==> config.mk <==
export PLATFORM = sky130hd
export DESIGN_NAME = ufr_core
export DESIGN_NICKNAME = d
export VERILOG_FILES = /design/src/ufr_pkg.sv /design/src/ufr_core.sv
export SDC_FILE = /design/constraint.sdc
export NUM_CORES = 1
export LEC_CHECK = 0
export BUFFER_PORTS_ARGS = -buffer_cell sky130_fd_sc_hd__buf_2
export CAP_MARGIN = 5
export CORE_ASPECT_RATIO = 1.5
export CORE_MARGIN = 5
export CORE_UTILIZATION = 45
export DETAILED_ROUTE_END_ITERATION = 16
export RECOVER_POWER = 25
export SETUP_SLACK_MARGIN = 0.3
export SLEW_MARGIN = 10
export SYNTH_ARGS = -nofsm -noshare
export SYNTH_HDL_FRONTEND = slang
export SYNTH_SLANG_ARGS = --single-unit
export TNS_END_PERCENT = 50
==> constraint.sdc <==
create_clock -name mclk -period 12.3 [get_ports mclk]
set_clock_uncertainty 0.15 [all_clocks]
set_input_delay 1.845 -clock mclk [delete_from_list [all_inputs] [get_ports mclk]]
set_output_delay 1.845 -clock mclk [all_outputs]
set_load 0.01 [all_outputs]
==> src/ufr_pkg.sv <==
// Shared constants, register map and state record of the serial port core.
// Assumes one clock domain on mclk at 100 MHz and a byte-wide host register port.
package ufr_pkg;
  // ==========================================================================
  // Clocking and baud reference
  localparam int unsigned CLK_HZ = 32'h05F5_E100;
  // 7.3728 MHz reference, so divisor 1 gives the fastest line rate
  localparam int unsigned REF_HZ = 32'h0070_8000;
  localparam logic [31:0] NCO_INC = 32'((64'(REF_HZ) << 32) / 64'(CLK_HZ));
  localparam logic [4:0] BIT_LAST = 5'h0F;
  localparam logic [4:0] HALF_LAST = 5'h07;
  localparam logic [4:0] STOP15_LAST = 5'h17;
  localparam logic [4:0] STOP2_LAST = 5'h1F;
  localparam logic [9:0] TOUT_TICKS = 10'h280;
  // ==========================================================================
  // Register offsets
  localparam logic [2:0] OFS_DATA = 3'h0;
  localparam logic [2:0] OFS_IER = 3'h1;
  localparam logic [2:0] OFS_IIR = 3'h2;
  localparam logic [2:0] OFS_LCR = 3'h3;
  localparam logic [2:0] OFS_MCR = 3'h4;
  localparam logic [2:0] OFS_LSR = 3'h5;
  localparam logic [2:0] OFS_MSR = 3'h6;
  localparam logic [2:0] OFS_SCR = 3'h7;
  // ==========================================================================
  // Field positions and codes
  localparam int LCR_DLS = 7;
  localparam int LCR_BRK = 6;
  localparam int LCR_STICK = 5;
  localparam int LCR_EVEN = 4;
  localparam int LCR_PEN = 3;
  localparam int LCR_STOP = 2;
  localparam int MCR_GATE = 3;
  localparam int FCR_EN = 0;
  localparam int FCR_RXCLR = 1;
  localparam int FCR_TXCLR = 2;
  localparam int FCR_TRIG = 6;
  localparam logic [7:0] FCR_SELFCLR = 8'hF9;
  localparam logic [3:0] IIR_NONE = 4'h1;
  localparam logic [3:0] IIR_LINE = 4'h6;
  localparam logic [3:0] IIR_RDA = 4'h4;
  localparam logic [3:0] IIR_TOUT = 4'hC;
  localparam logic [3:0] IIR_THRE = 4'h2;
  localparam logic [3:0] IIR_MODEM = 4'h0;
  localparam int TRIG_L0 = 1;
  localparam int TRIG_L1 = 4;
  localparam int TRIG_L2 = 8;
  localparam int TRIG_L3 = 14;
  // ==========================================================================
  // Types
  typedef enum logic [2:0] {RX_IDLE, RX_START, RX_DATA, RX_PAR, RX_STOP} ufr_rx_e;
  typedef enum logic [2:0] {TX_IDLE, TX_START, TX_DATA, TX_PAR, TX_STOP} ufr_tx_e;
  typedef struct packed {
    logic [2:0] addr;
    logic [7:0] wdata;
    logic wr;
    logic rd;
  } ufr_bus_req_s;
  typedef struct packed {
    logic [4:0] sync1;
    logic [4:0] sync2;
    logic [3:0] interrupt_enable;
    logic [7:0] lcr;
    logic [4:0] mcr;
    logic [7:0] scr;
    logic [15:0] div;
    logic fifo_en;
    logic [1:0] trig;
    logic [7:0] shadow;
    logic [31:0] nco;
    logic [15:0] bcnt;
    logic tick;
    logic [3:0] err;
    logic thre_int;
    logic tx_empty_prev;
    logic [3:0] msr_delta;
    logic [3:0] msr_lvl;
    ufr_rx_e rx_st;
    logic [4:0] rx_cnt;
    logic [2:0] rx_bit;
    logic [7:0] rx_sh;
    logic rx_perr;
    logic rx_push;
    logic [7:0] rx_word;
    ufr_tx_e tx_st;
    logic [4:0] tx_cnt;
    logic [2:0] tx_bit;
    logic [7:0] tx_sh;
    logic tx_par;
    logic tx_space;
    logic [9:0] tout_cnt;
    logic tout;
    logic [7:0] rdata;
  } ufr_state_s;
endpackage

==> src/ufr_core.sv <==
// Serial port core: host registers, baud generator, framer, deframer and FIFOs.
// Assumes host strobes are synchronous to mclk; serial and modem pins are not.
// Contract
// - Address by low three bits plus divisor select
// - Bit rate from 16-bit divisor 1..65535
// - Line rates from 460.8K down to about 7 baud
// - One start, 1/1.5/2 stop, selectable parity
// - Interrupt passes only while output gate set
// - Characters shift least significant bit first
// - Receive shifts hidden, then moves to holding
// - Transmit shifter loads only after previous done
// - All enables clear suppresses identification and interrupt
// - Enable bit0 allows data and timeout
// - Enable bit1 allows transmit-empty interrupt
// - Enable bit2 allows line status interrupt
// - Enable bit3 allows modem change interrupt
// - Upper four enable bits read zero
// - FIFO control write-only, mirrored to shadow
// - Control bit0 enables or disables/clears FIFOs
// - Bit1 flushes receive FIFO, self-clears
// - Bit2 flushes transmit FIFO, self-clears
// - Bit3 accepted without effect
// - Bits 7:6 pick receive trigger level
`timescale 1ns/1ps

// ============================================================================
// FIFO
module ufr_fifo #(
  parameter int WIDTH = 8,
  parameter int DEPTH = 8,
  localparam int AW = $clog2(DEPTH),
  localparam int CW = $clog2(DEPTH + 1)
) (
  input wire logic mclk,
  input wire logic reset,
  input wire logic ce,
  input wire logic flush,
  input wire logic single,
  input wire logic in_valid,
  output logic in_ready,
  input wire logic [WIDTH-1:0] in_data,
  output logic out_valid,
  input wire logic out_ready,
  output logic [WIDTH-1:0] out_data,
  output logic [CW-1:0] count
);
  typedef struct packed {
    logic [DEPTH-1:0][WIDTH-1:0] mem;
    logic [AW-1:0] rd;
    logic [AW-1:0] wr;
    logic [CW-1:0] cnt;
  } ufr_fifo_state_s;
  ufr_fifo_state_s st_q, st_d;
  logic push, pop;

  // Single mode caps the store at one word, as a plain holding register
  assign in_ready = single ? (st_q.cnt == '0) : (st_q.cnt != CW'(DEPTH));
  assign out_valid = st_q.cnt != '0;
  assign out_data = st_q.mem[st_q.rd];
  assign count = st_q.cnt;
  assign push = in_valid & in_ready;
  assign pop = out_valid & out_ready;

  always_comb begin
    st_d = st_q;
    if (flush) begin
      st_d.rd = '0;
      st_d.wr = '0;
      st_d.cnt = '0;
    end else begin
      if (push) begin
        st_d.mem[st_q.wr] = in_data;
        st_d.wr = (st_q.wr == AW'(DEPTH - 1)) ? '0 : st_q.wr + 1'b1;
      end
      if (pop) begin
        st_d.rd = (st_q.rd == AW'(DEPTH - 1)) ? '0 : st_q.rd + 1'b1;
      end
      st_d.cnt = st_q.cnt + CW'(push) - CW'(pop);
    end
  end

  always_ff @(posedge mclk or posedge reset) begin
    if (reset) begin
      st_q <= '0;
    end else if (ce) begin
      st_q <= st_d;
    end
  end
endmodule

// ============================================================================
// Port core
module ufr_core import ufr_pkg::*; #(
  parameter int RX_DEPTH = 16,
  parameter int TX_DEPTH = 8,
  localparam int RCW = $clog2(RX_DEPTH + 1),
  localparam int TCW = $clog2(TX_DEPTH + 1)
) (
  input wire logic mclk,
  input wire logic reset,
  input wire logic ce,
  input wire ufr_bus_req_s bus,
  output logic [7:0] rdata,
  input wire logic rxd,
  input wire logic [3:0] modem_in_n,
  output logic txd,
  output logic dtr_n,
  output logic rts_n,
  output logic aux_out_n,
  output logic gate_out_n,
  output logic irq,
  output logic [7:0] fifo_control_shadow
);
  ufr_state_s q, d;
  logic [32:0] nco_sum;
  logic dls, rx_line, tx_empty, rda_lvl;
  logic rx_pop, rx_flush, tx_push, tx_pop, tx_flush, rx_in_ready, rx_out_valid, tx_out_valid;
  logic [7:0] rx_out_data, tx_out_data, rx_data, wmask;
  logic [RCW-1:0] rx_count;
  logic [TCW-1:0] tx_count;
  logic [3:0] iir_code;
  logic [2:0] last_bit;
  logic [4:0] stop_last;
  int trig_level;

  function automatic logic par_bit(input logic [7:0] data, input logic [7:0] lcr);
    return lcr[LCR_STICK] ? ~lcr[LCR_EVEN] : (^data ^ ~lcr[LCR_EVEN]);
  endfunction

  ufr_fifo #(.WIDTH(8), .DEPTH(RX_DEPTH)) u_rx_fifo (
    .mclk(mclk), .reset(reset), .ce(ce), .flush(rx_flush), .single(~q.fifo_en),
    .in_valid(q.rx_push), .in_ready(rx_in_ready), .in_data(q.rx_word),
    .out_valid(rx_out_valid), .out_ready(rx_pop), .out_data(rx_out_data), .count(rx_count));
  ufr_fifo #(.WIDTH(8), .DEPTH(TX_DEPTH)) u_tx_fifo (
    .mclk(mclk), .reset(reset), .ce(ce), .flush(tx_flush), .single(~q.fifo_en),
    .in_valid(tx_push), .in_ready(), .in_data(bus.wdata),
    .out_valid(tx_out_valid), .out_ready(tx_pop), .out_data(tx_out_data), .count(tx_count));

  // ==========================================================================
  // Derived terms
  assign dls = q.lcr[LCR_DLS];
  assign rx_line = ~q.sync2[0];
  assign tx_empty = tx_count == '0;
  assign wmask = 8'hFF >> (2'h3 - q.lcr[1:0]);
  assign rx_data = q.rx_sh >> (2'h3 - q.lcr[1:0]);
  assign last_bit = {1'b1, q.lcr[1:0]};
  assign nco_sum = {1'b0, q.nco} + {1'b0, NCO_INC};
  always_comb begin
    stop_last = BIT_LAST;
    if (q.lcr[LCR_STOP]) begin
      stop_last = (q.lcr[1:0] == 2'h0) ? STOP15_LAST : STOP2_LAST;
    end
    case (q.trig)
      2'h0: trig_level = TRIG_L0;
      2'h1: trig_level = TRIG_L1;
      2'h2: trig_level = TRIG_L2;
      default: trig_level = TRIG_L3;
    endcase
    rda_lvl = q.fifo_en ? (int'(rx_count) >= trig_level) : rx_out_valid;
    // Each source is gated by its own enable, so a zero enable field reads as none
    if (q.interrupt_enable[2] && q.err != 4'h0) begin
      iir_code = IIR_LINE;
    end else if (q.interrupt_enable[0] && rda_lvl) begin
      iir_code = IIR_RDA;
    end else if (q.interrupt_enable[0] && q.fifo_en && q.tout) begin
      iir_code = IIR_TOUT;
    end else if (q.interrupt_enable[1] && q.thre_int) begin
      iir_code = IIR_THRE;
    end else if (q.interrupt_enable[3] && q.msr_delta != 4'h0) begin
      iir_code = IIR_MODEM;
    end else begin
      iir_code = IIR_NONE;
    end
  end

  // ==========================================================================
  // Next state
  always_comb begin
    d = q;
    rx_pop = 1'b0;
    rx_flush = 1'b0;
    tx_push = 1'b0;
    tx_pop = 1'b0;
    tx_flush = 1'b0;
    d.tick = 1'b0;
    d.rx_push = 1'b0;
    // Inverted ahead of the first stage so reset reads as an idle line
    d.sync1 = {~modem_in_n, ~rxd};
    d.sync2 = q.sync1;
    d.nco = nco_sum[31:0];
    if (nco_sum[32] && q.div != 16'h0000) begin
      if (q.bcnt >= q.div - 16'h0001) begin
        d.bcnt = 16'h0000;
        d.tick = 1'b1;
      end else begin
        d.bcnt = q.bcnt + 16'h0001;
      end
    end
    // Host reads; clears placed before the sets below so a set wins
    if (bus.rd) begin
      if (bus.addr == OFS_DATA) begin
        d.rdata = dls ? q.div[7:0] : rx_out_data;
        rx_pop = ~dls;
      end else if (bus.addr == OFS_IER) begin
        d.rdata = dls ? q.div[15:8] : {4'h0, q.interrupt_enable};
      end else if (bus.addr == OFS_IIR) begin
        d.rdata = {q.fifo_en, q.fifo_en, 2'h0, iir_code};
        if (iir_code == IIR_THRE) begin
          d.thre_int = 1'b0;
        end
      end else if (bus.addr == OFS_LCR) begin
        d.rdata = q.lcr;
      end else if (bus.addr == OFS_MCR) begin
        d.rdata = {3'h0, q.mcr};
      end else if (bus.addr == OFS_LSR) begin
        d.rdata = {1'b0, tx_empty & (q.tx_st == TX_IDLE), tx_empty, q.err, rx_out_valid};
        d.err = 4'h0;
      end else if (bus.addr == OFS_MSR) begin
        d.rdata = {q.msr_lvl, q.msr_delta};
        d.msr_delta = 4'h0;
      end else begin
        d.rdata = q.scr;
      end
    end
    // Host writes
    if (bus.wr) begin
      if (bus.addr == OFS_DATA) begin
        if (dls) begin
          d.div[7:0] = bus.wdata;
        end else begin
          tx_push = 1'b1;
          d.thre_int = 1'b0;
        end
      end else if (bus.addr == OFS_IER) begin
        if (dls) begin
          d.div[15:8] = bus.wdata;
        end else begin
          d.interrupt_enable = bus.wdata[3:0];
        end
      end else if (bus.addr == OFS_IIR) begin
        d.shadow = bus.wdata & FCR_SELFCLR;
        // Bit 3 selects a transfer mode with no pins behind it, so it only reaches the shadow
        if (bus.wdata[FCR_EN]) begin
          d.fifo_en = 1'b1;
          d.trig = bus.wdata[FCR_TRIG +: 2];
          rx_flush = bus.wdata[FCR_RXCLR] | ~q.fifo_en;
          tx_flush = bus.wdata[FCR_TXCLR] | ~q.fifo_en;
        end else begin
          d.fifo_en = 1'b0;
          rx_flush = 1'b1;
          tx_flush = 1'b1;
        end
      end else if (bus.addr == OFS_LCR) begin
        d.lcr = bus.wdata;
      end else if (bus.addr == OFS_MCR) begin
        d.mcr = bus.wdata[4:0];
      end else if (bus.addr == OFS_SCR) begin
        d.scr = bus.wdata;
      end
      if (bus.addr == OFS_IER && !dls && bus.wdata[1] && !q.interrupt_enable[1] && tx_empty) begin
        d.thre_int = 1'b1;
      end
    end
    // Status events
    d.tx_empty_prev = tx_empty;
    if (tx_empty && !q.tx_empty_prev) begin
      d.thre_int = 1'b1;
    end
    d.msr_lvl = q.sync2[4:1];
    d.msr_delta = d.msr_delta | {q.msr_lvl[3] ^ q.sync2[4], q.msr_lvl[2] & ~q.sync2[3],
                                 q.msr_lvl[1] ^ q.sync2[2], q.msr_lvl[0] ^ q.sync2[1]};
    if (q.rx_push && !rx_in_ready) begin
      d.err[0] = 1'b1;
    end
    // Receiver, sampled at sixteen ticks per bit
    if (q.tick) begin
      d.rx_cnt = q.rx_cnt + 5'h01;
      case (q.rx_st)
        RX_IDLE: begin
          d.rx_cnt = 5'h00;
          if (!rx_line) begin
            d.rx_st = RX_START;
          end
        end
        RX_START: begin
          if (q.rx_cnt == HALF_LAST) begin
            d.rx_cnt = 5'h00;
            d.rx_bit = 3'h0;
            d.rx_perr = 1'b0;
            d.rx_st = rx_line ? RX_IDLE : RX_DATA;
          end
        end
        RX_DATA: begin
          if (q.rx_cnt == BIT_LAST) begin
            d.rx_cnt = 5'h00;
            d.rx_sh = {rx_line, q.rx_sh[7:1]};
            d.rx_bit = q.rx_bit + 3'h1;
            if (q.rx_bit == last_bit) begin
              d.rx_st = q.lcr[LCR_PEN] ? RX_PAR : RX_STOP;
            end
          end
        end
        RX_PAR: begin
          if (q.rx_cnt == BIT_LAST) begin
            d.rx_cnt = 5'h00;
            d.rx_perr = rx_line != par_bit(rx_data, q.lcr);
            d.rx_st = RX_STOP;
          end
        end
        default: begin
          // Only the first stop bit is checked
          if (q.rx_cnt == BIT_LAST) begin
            d.rx_push = 1'b1;
            d.rx_word = rx_data;
            // Built on the cleared copy so a same-cycle status read is not undone
            d.err[1] = d.err[1] | q.rx_perr;
            d.err[2] = d.err[2] | ~rx_line;
            d.err[3] = d.err[3] | (~rx_line & rx_data == 8'h00);
            d.rx_st = RX_IDLE;
          end
        end
      endcase
    end
    // Transmitter
    if (q.tx_st == TX_IDLE) begin
      d.tx_cnt = 5'h00;
      if (tx_out_valid) begin
        tx_pop = 1'b1;
        d.tx_sh = tx_out_data & wmask;
        d.tx_par = par_bit(tx_out_data & wmask, q.lcr);
        d.tx_space = 1'b1;
        d.tx_st = TX_START;
      end
    end else if (q.tick) begin
      d.tx_cnt = q.tx_cnt + 5'h01;
      case (q.tx_st)
        TX_START: begin
          if (q.tx_cnt == BIT_LAST) begin
            d.tx_cnt = 5'h00;
            d.tx_bit = 3'h0;
            d.tx_space = ~q.tx_sh[0];
            d.tx_st = TX_DATA;
          end
        end
        TX_DATA: begin
          if (q.tx_cnt == BIT_LAST) begin
            d.tx_cnt = 5'h00;
            d.tx_sh = {1'b0, q.tx_sh[7:1]};
            d.tx_space = ~q.tx_sh[1];
            d.tx_bit = q.tx_bit + 3'h1;
            if (q.tx_bit == last_bit) begin
              d.tx_space = q.lcr[LCR_PEN] ? ~q.tx_par : 1'b0;
              d.tx_st = q.lcr[LCR_PEN] ? TX_PAR : TX_STOP;
            end
          end
        end
        TX_PAR: begin
          if (q.tx_cnt == BIT_LAST) begin
            d.tx_cnt = 5'h00;
            d.tx_space = 1'b0;
            d.tx_st = TX_STOP;
          end
        end
        default: begin
          if (q.tx_cnt == stop_last) begin
            d.tx_st = TX_IDLE;
          end
        end
      endcase
    end
    // Character timeout, roughly four characters with no FIFO activity
    if (!q.fifo_en || !rx_out_valid || q.rx_push || rx_pop) begin
      d.tout_cnt = 10'h000;
      d.tout = 1'b0;
    end else if (q.tick && q.tout_cnt != TOUT_TICKS) begin
      d.tout_cnt = q.tout_cnt + 10'h001;
      d.tout = d.tout_cnt == TOUT_TICKS;
    end
  end

  // Reset leaves enables clear and both FIFOs off and empty
  always_ff @(posedge mclk or posedge reset) begin
    if (reset) begin
      q <= '0;
    end else if (ce) begin
      q <= d;
    end
  end

  // ==========================================================================
  // Outputs
  assign rdata = q.rdata;
  assign txd = ~(q.tx_space | q.lcr[LCR_BRK]);
  assign dtr_n = ~q.mcr[0];
  assign rts_n = ~q.mcr[1];
  assign aux_out_n = ~q.mcr[2];
  assign gate_out_n = ~q.mcr[MCR_GATE];
  assign irq = (iir_code != IIR_NONE) & q.mcr[MCR_GATE];
  assign fifo_control_shadow = q.shadow;
endmodule

==> impl_metrics.env <==
export IMPL_ant_nets=0
export IMPL_peakVddDrop_mv=0.09118
export IMPL_num_rows=97
export IMPL_cpMaxStageDelayCell="clkbuf_1"
export IMPL_ys_warn_count=0
export IMPL_crit_type="in2reg"
export IMPL_grt_pass1_wl_microns=82570
export IMPL_end_kind="flip-flop"
export IMPL_core_sq_um=46480
export IMPL_max_slew_margin=-1.573
export IMPL_max_cap_viol_count=3
export IMPL_dieArea_sq_um=51340
export IMPL_ys_types=85
export IMPL_synthAdderAreaFrac=0.03693
export IMPL_drtIter0Drc=765
export IMPL_period_share=0.5295
export IMPL_pin_count=43
export IMPL_drive_gt1_frac=0.2423
export IMPL_setup_viol=0
export IMPL_via_count=14040
export IMPL_wl_microns=51410
export IMPL_power_density_nw_per_um2=168.8
export IMPL_dp_slack_ns=6.856
export IMPL_dp_cells=2350
export IMPL_drv_slew=155
export IMPL_worstPathArrival_ns=6.81
export IMPL_synth_xor_area_frac=0.03806
export IMPL_worst_slew_pin_transition_ns=3.859
export IMPL_clkTransAtPathRegs_ns=0.06
export IMPL_synthMuxAreaShare=0.2164
export IMPL_ys_ff_latch=404
export IMPL_cts_setup_buffers=0
export IMPL_cts_tree="yes"
export IMPL_grt_setup_unrepaired="no"
export IMPL_syn_inst=1810
export IMPL_cts_sinks=404
export IMPL_area_growth_pct=8.984
export IMPL_max_freq_ghz=0.1535
export IMPL_grt_max_degree=168
export IMPL_outcome="finished with violations"
export IMPL_syn_area_sq_um=21070
export IMPL_post_drt_wl_per_cell_microns=21.23
export IMPL_vias_per_cell=5.798
export IMPL_synth_avg_cell_area_sq_um=11.64
export IMPL_clk_latency_ns=0.56
export IMPL_synth_top_flop_cell="dfrtp_1"
export IMPL_fin_util=0.4940
export IMPL_grt_use_total=0.1993
export IMPL_holdBufCountCts=0
export IMPL_nets=1881
export IMPL_grt_pass1_vias=14620
export IMPL_yosysSeqAreaShare=0.4798
export IMPL_cts_made_buffers=41
export IMPL_worstPathMaxFanout=50
export IMPL_io_buffers=40
export IMPL_synth_top_family_by_area="multiplexers"
export IMPL_cts_htree_levels=2
export IMPL_finalSetupTns_ns=0
export IMPL_synth_compound_area_frac=0.09245
export IMPL_cp_cell_sequence="clkbuf_1 > clkbuf_1 > nand2_1 > nor2b_1 > nand2_1 > nor3b_2 > mux2_2"
export IMPL_drc=0
export IMPL_synth_simple_area_share=0.1023
export IMPL_antenna_found_initial=0
export IMPL_setup_ws_ns=5.787
export IMPL_initial_core_util=0.4533
export IMPL_cts_resized=0
export IMPL_async_flop_share=1.000
export IMPL_worst_hold_path_type="reg2reg"
export IMPL_clockBufferDepth=3
export IMPL_final_min_clock_period_ns=6.513
export IMPL_die_h_microns=275.0
export IMPL_place_gp_congestion=0.8734
export IMPL_drtPass1Iterations=5
export IMPL_diodes=0
export IMPL_worst_setup_path_start_kind="primary input"
export IMPL_cts_root_buf="clkbuf_16"
export IMPL_grt_overflow=0
export IMPL_final_cells=2422
export IMPL_fp_dieW_microns=186.7
export IMPL_violations="max-capacitance violations, max-slew violations"
export IMPL_dp_hpwl_microns=36580
export IMPL_critPathMaxStageDelay_ns=1.76
export IMPL_p_leak_nw=10.51
export IMPL_hold_viol_final=0
export IMPL_synth_edf_count=0
export IMPL_cp_required_ns=12.60
export IMPL_fillers=4179
registers in the layout, summed over array words and instances, names as in the netlist:
name and count:
q 163, fifo_control_shadow 6, u_tx_fifo.count 4, d 9, u_rx_fifo.st_q 136, last_bit 2, dls 1, u_rx_fifo.count 5
u_tx_fifo.st_q 70, rdata 8
layout make-up:
| class | instances | area, sq um | share of cell area |
|---|---|---|---|
| flip-flops and latches | 404 | 10110 | 0.4403 |
| multi-input cells | 1239 | 10260 | 0.4468 |
| repair buffers | 55 | 291.5 | 0.01269 |
| well taps | 594 | 743.2 | 0.03236 |
| clock inverters | 12 | 161.4 | 0.007028 |
| clock buffers | 60 | 1177 | 0.05127 |
| inverters | 58 | 219.0 | 0.009535 |
synth_stat cells (28+ instances only):
| library cell | instances | share of area |
|---|---|---|
| mux2_2 | 258 | 0.14 |
| clkbuf_1 | 73 | 0.013 |
| nand2_1 | 164 | 0.029 |
| a21oi_1 | 48 | 0.011 |
| dfrtp_1 | 404 | 0.48 |
| nor2_1 | 84 | 0.015 |
| xor2_1 | 39 | 0.016 |
| inv_1 | 55 | 0.0098 |
| mux2i_1 | 28 | 0.013 |
| o21ai_0 | 109 | 0.026 |
| nand3_1 | 63 | 0.015 |
| xnor2_1 | 50 | 0.021 |
| ha_1 | 59 | 0.035 |
| mux4_2 | 61 | 0.065 |
report_power, final:
group          switching, mW  total (mW)  internal [mW]
Sequential             0.207        1.70           1.50
Combinational          0.496       0.919          0.423
Clock                  0.524        1.25          0.728
cells by family (layout without fill, tap and decap cells):
group,count (synthesis),count (layout)
AND/OR/NAND/NOR,442,442
flip-flops,404,404
multiplexers,347,347
AO/OA/AOI/OAI,297,297
buffers and inverters,168,185
XOR/XNOR,90,90
adder cells (fa/ha/maj),61,61
other,1,2
layout by cell type (no fill, tap or decap), types with 10 or more instances in the layout:
cell type / Yosys / final
dfrtp_1: 404 / 403
mux2_2: 258 / 258
nand2_1: 164 / 164
o21ai_0: 109 / 109
nor2_1: 84 / 84
nand3_1: 63 / 63
mux4_2: 61 / 61
ha_1: 59 / 59
inv_1: 55 / 54
xnor2_1: 50 / 50
a21oi_1: 48 / 47
clkbuf_16: 0 / 41
xor2_1: 39 / 39
clkbuf_1: 73 / 30
mux2i_1: 28 / 28
buf_2: 13 / 25
a21o_1: 24 / 24
and3_1: 21 / 21
nor3_1: 20 / 20
a22o_1: 19 / 19
nand2b_1: 17 / 17
nor2b_1: 12 / 12
a31oi_1: 11 / 11
nand4_1: 10 / 10
buf_4: 16 / 10
worst max-delay path, delay by kind of cell:
kind	cells	cell delay [ns]
AND/OR/NAND/NOR	4	2.20
multiplexers	1	0.41
buffers and inverters	2	2.34
metrics by stage:
stage | hold WS (ns) | power, mW | area (sq um)
floorplan | 0.2848 | 2.407 | 21080
global placement | 0.3042 | 2.628 | 21660
detailed placement | 0.3071 | 2.659 | 21660
CTS | 0.3180 | 3.930 | 23000
global route | 0.3411 | 4.103 | 22960
finish | 0.3127 | 3.877 | 22960
metal layers:
layer / up-vias / global-route usage / routed length, microns / share of wire
met2: 230 / 0.3627 / 26890 / 0.52
met1: 7205 / 0.2375 / 20650 / 0.40
met4: 0 / 0.08787 / 2393 / 0.047
met5: - / 0 / 0 / 0
li1: 6509 / - / - / -
met3: 99 / 0.02361 / 1482 / 0.029
worst paths after layout:
kind | startpoint | endpoint | slack, ns | depth (start not counted)
worst max-delay path | ce | u_rx_fifo.st_q[64] | 5.79 | 7
min in group asynchronous | reset | u_rx_fifo.st_q[37] | 1.48 | 2
max in group asynchronous | reset | q[99] | 6.27 | 3
worst max register to register | q[145] | q[94] | 7.86 | 13
worst min register to register | q[119] | q[119] | 0.31 | 1
worst min-delay path | q[119] | q[119] | 0.31 | 1
Power figures use the tool's default switching activity.
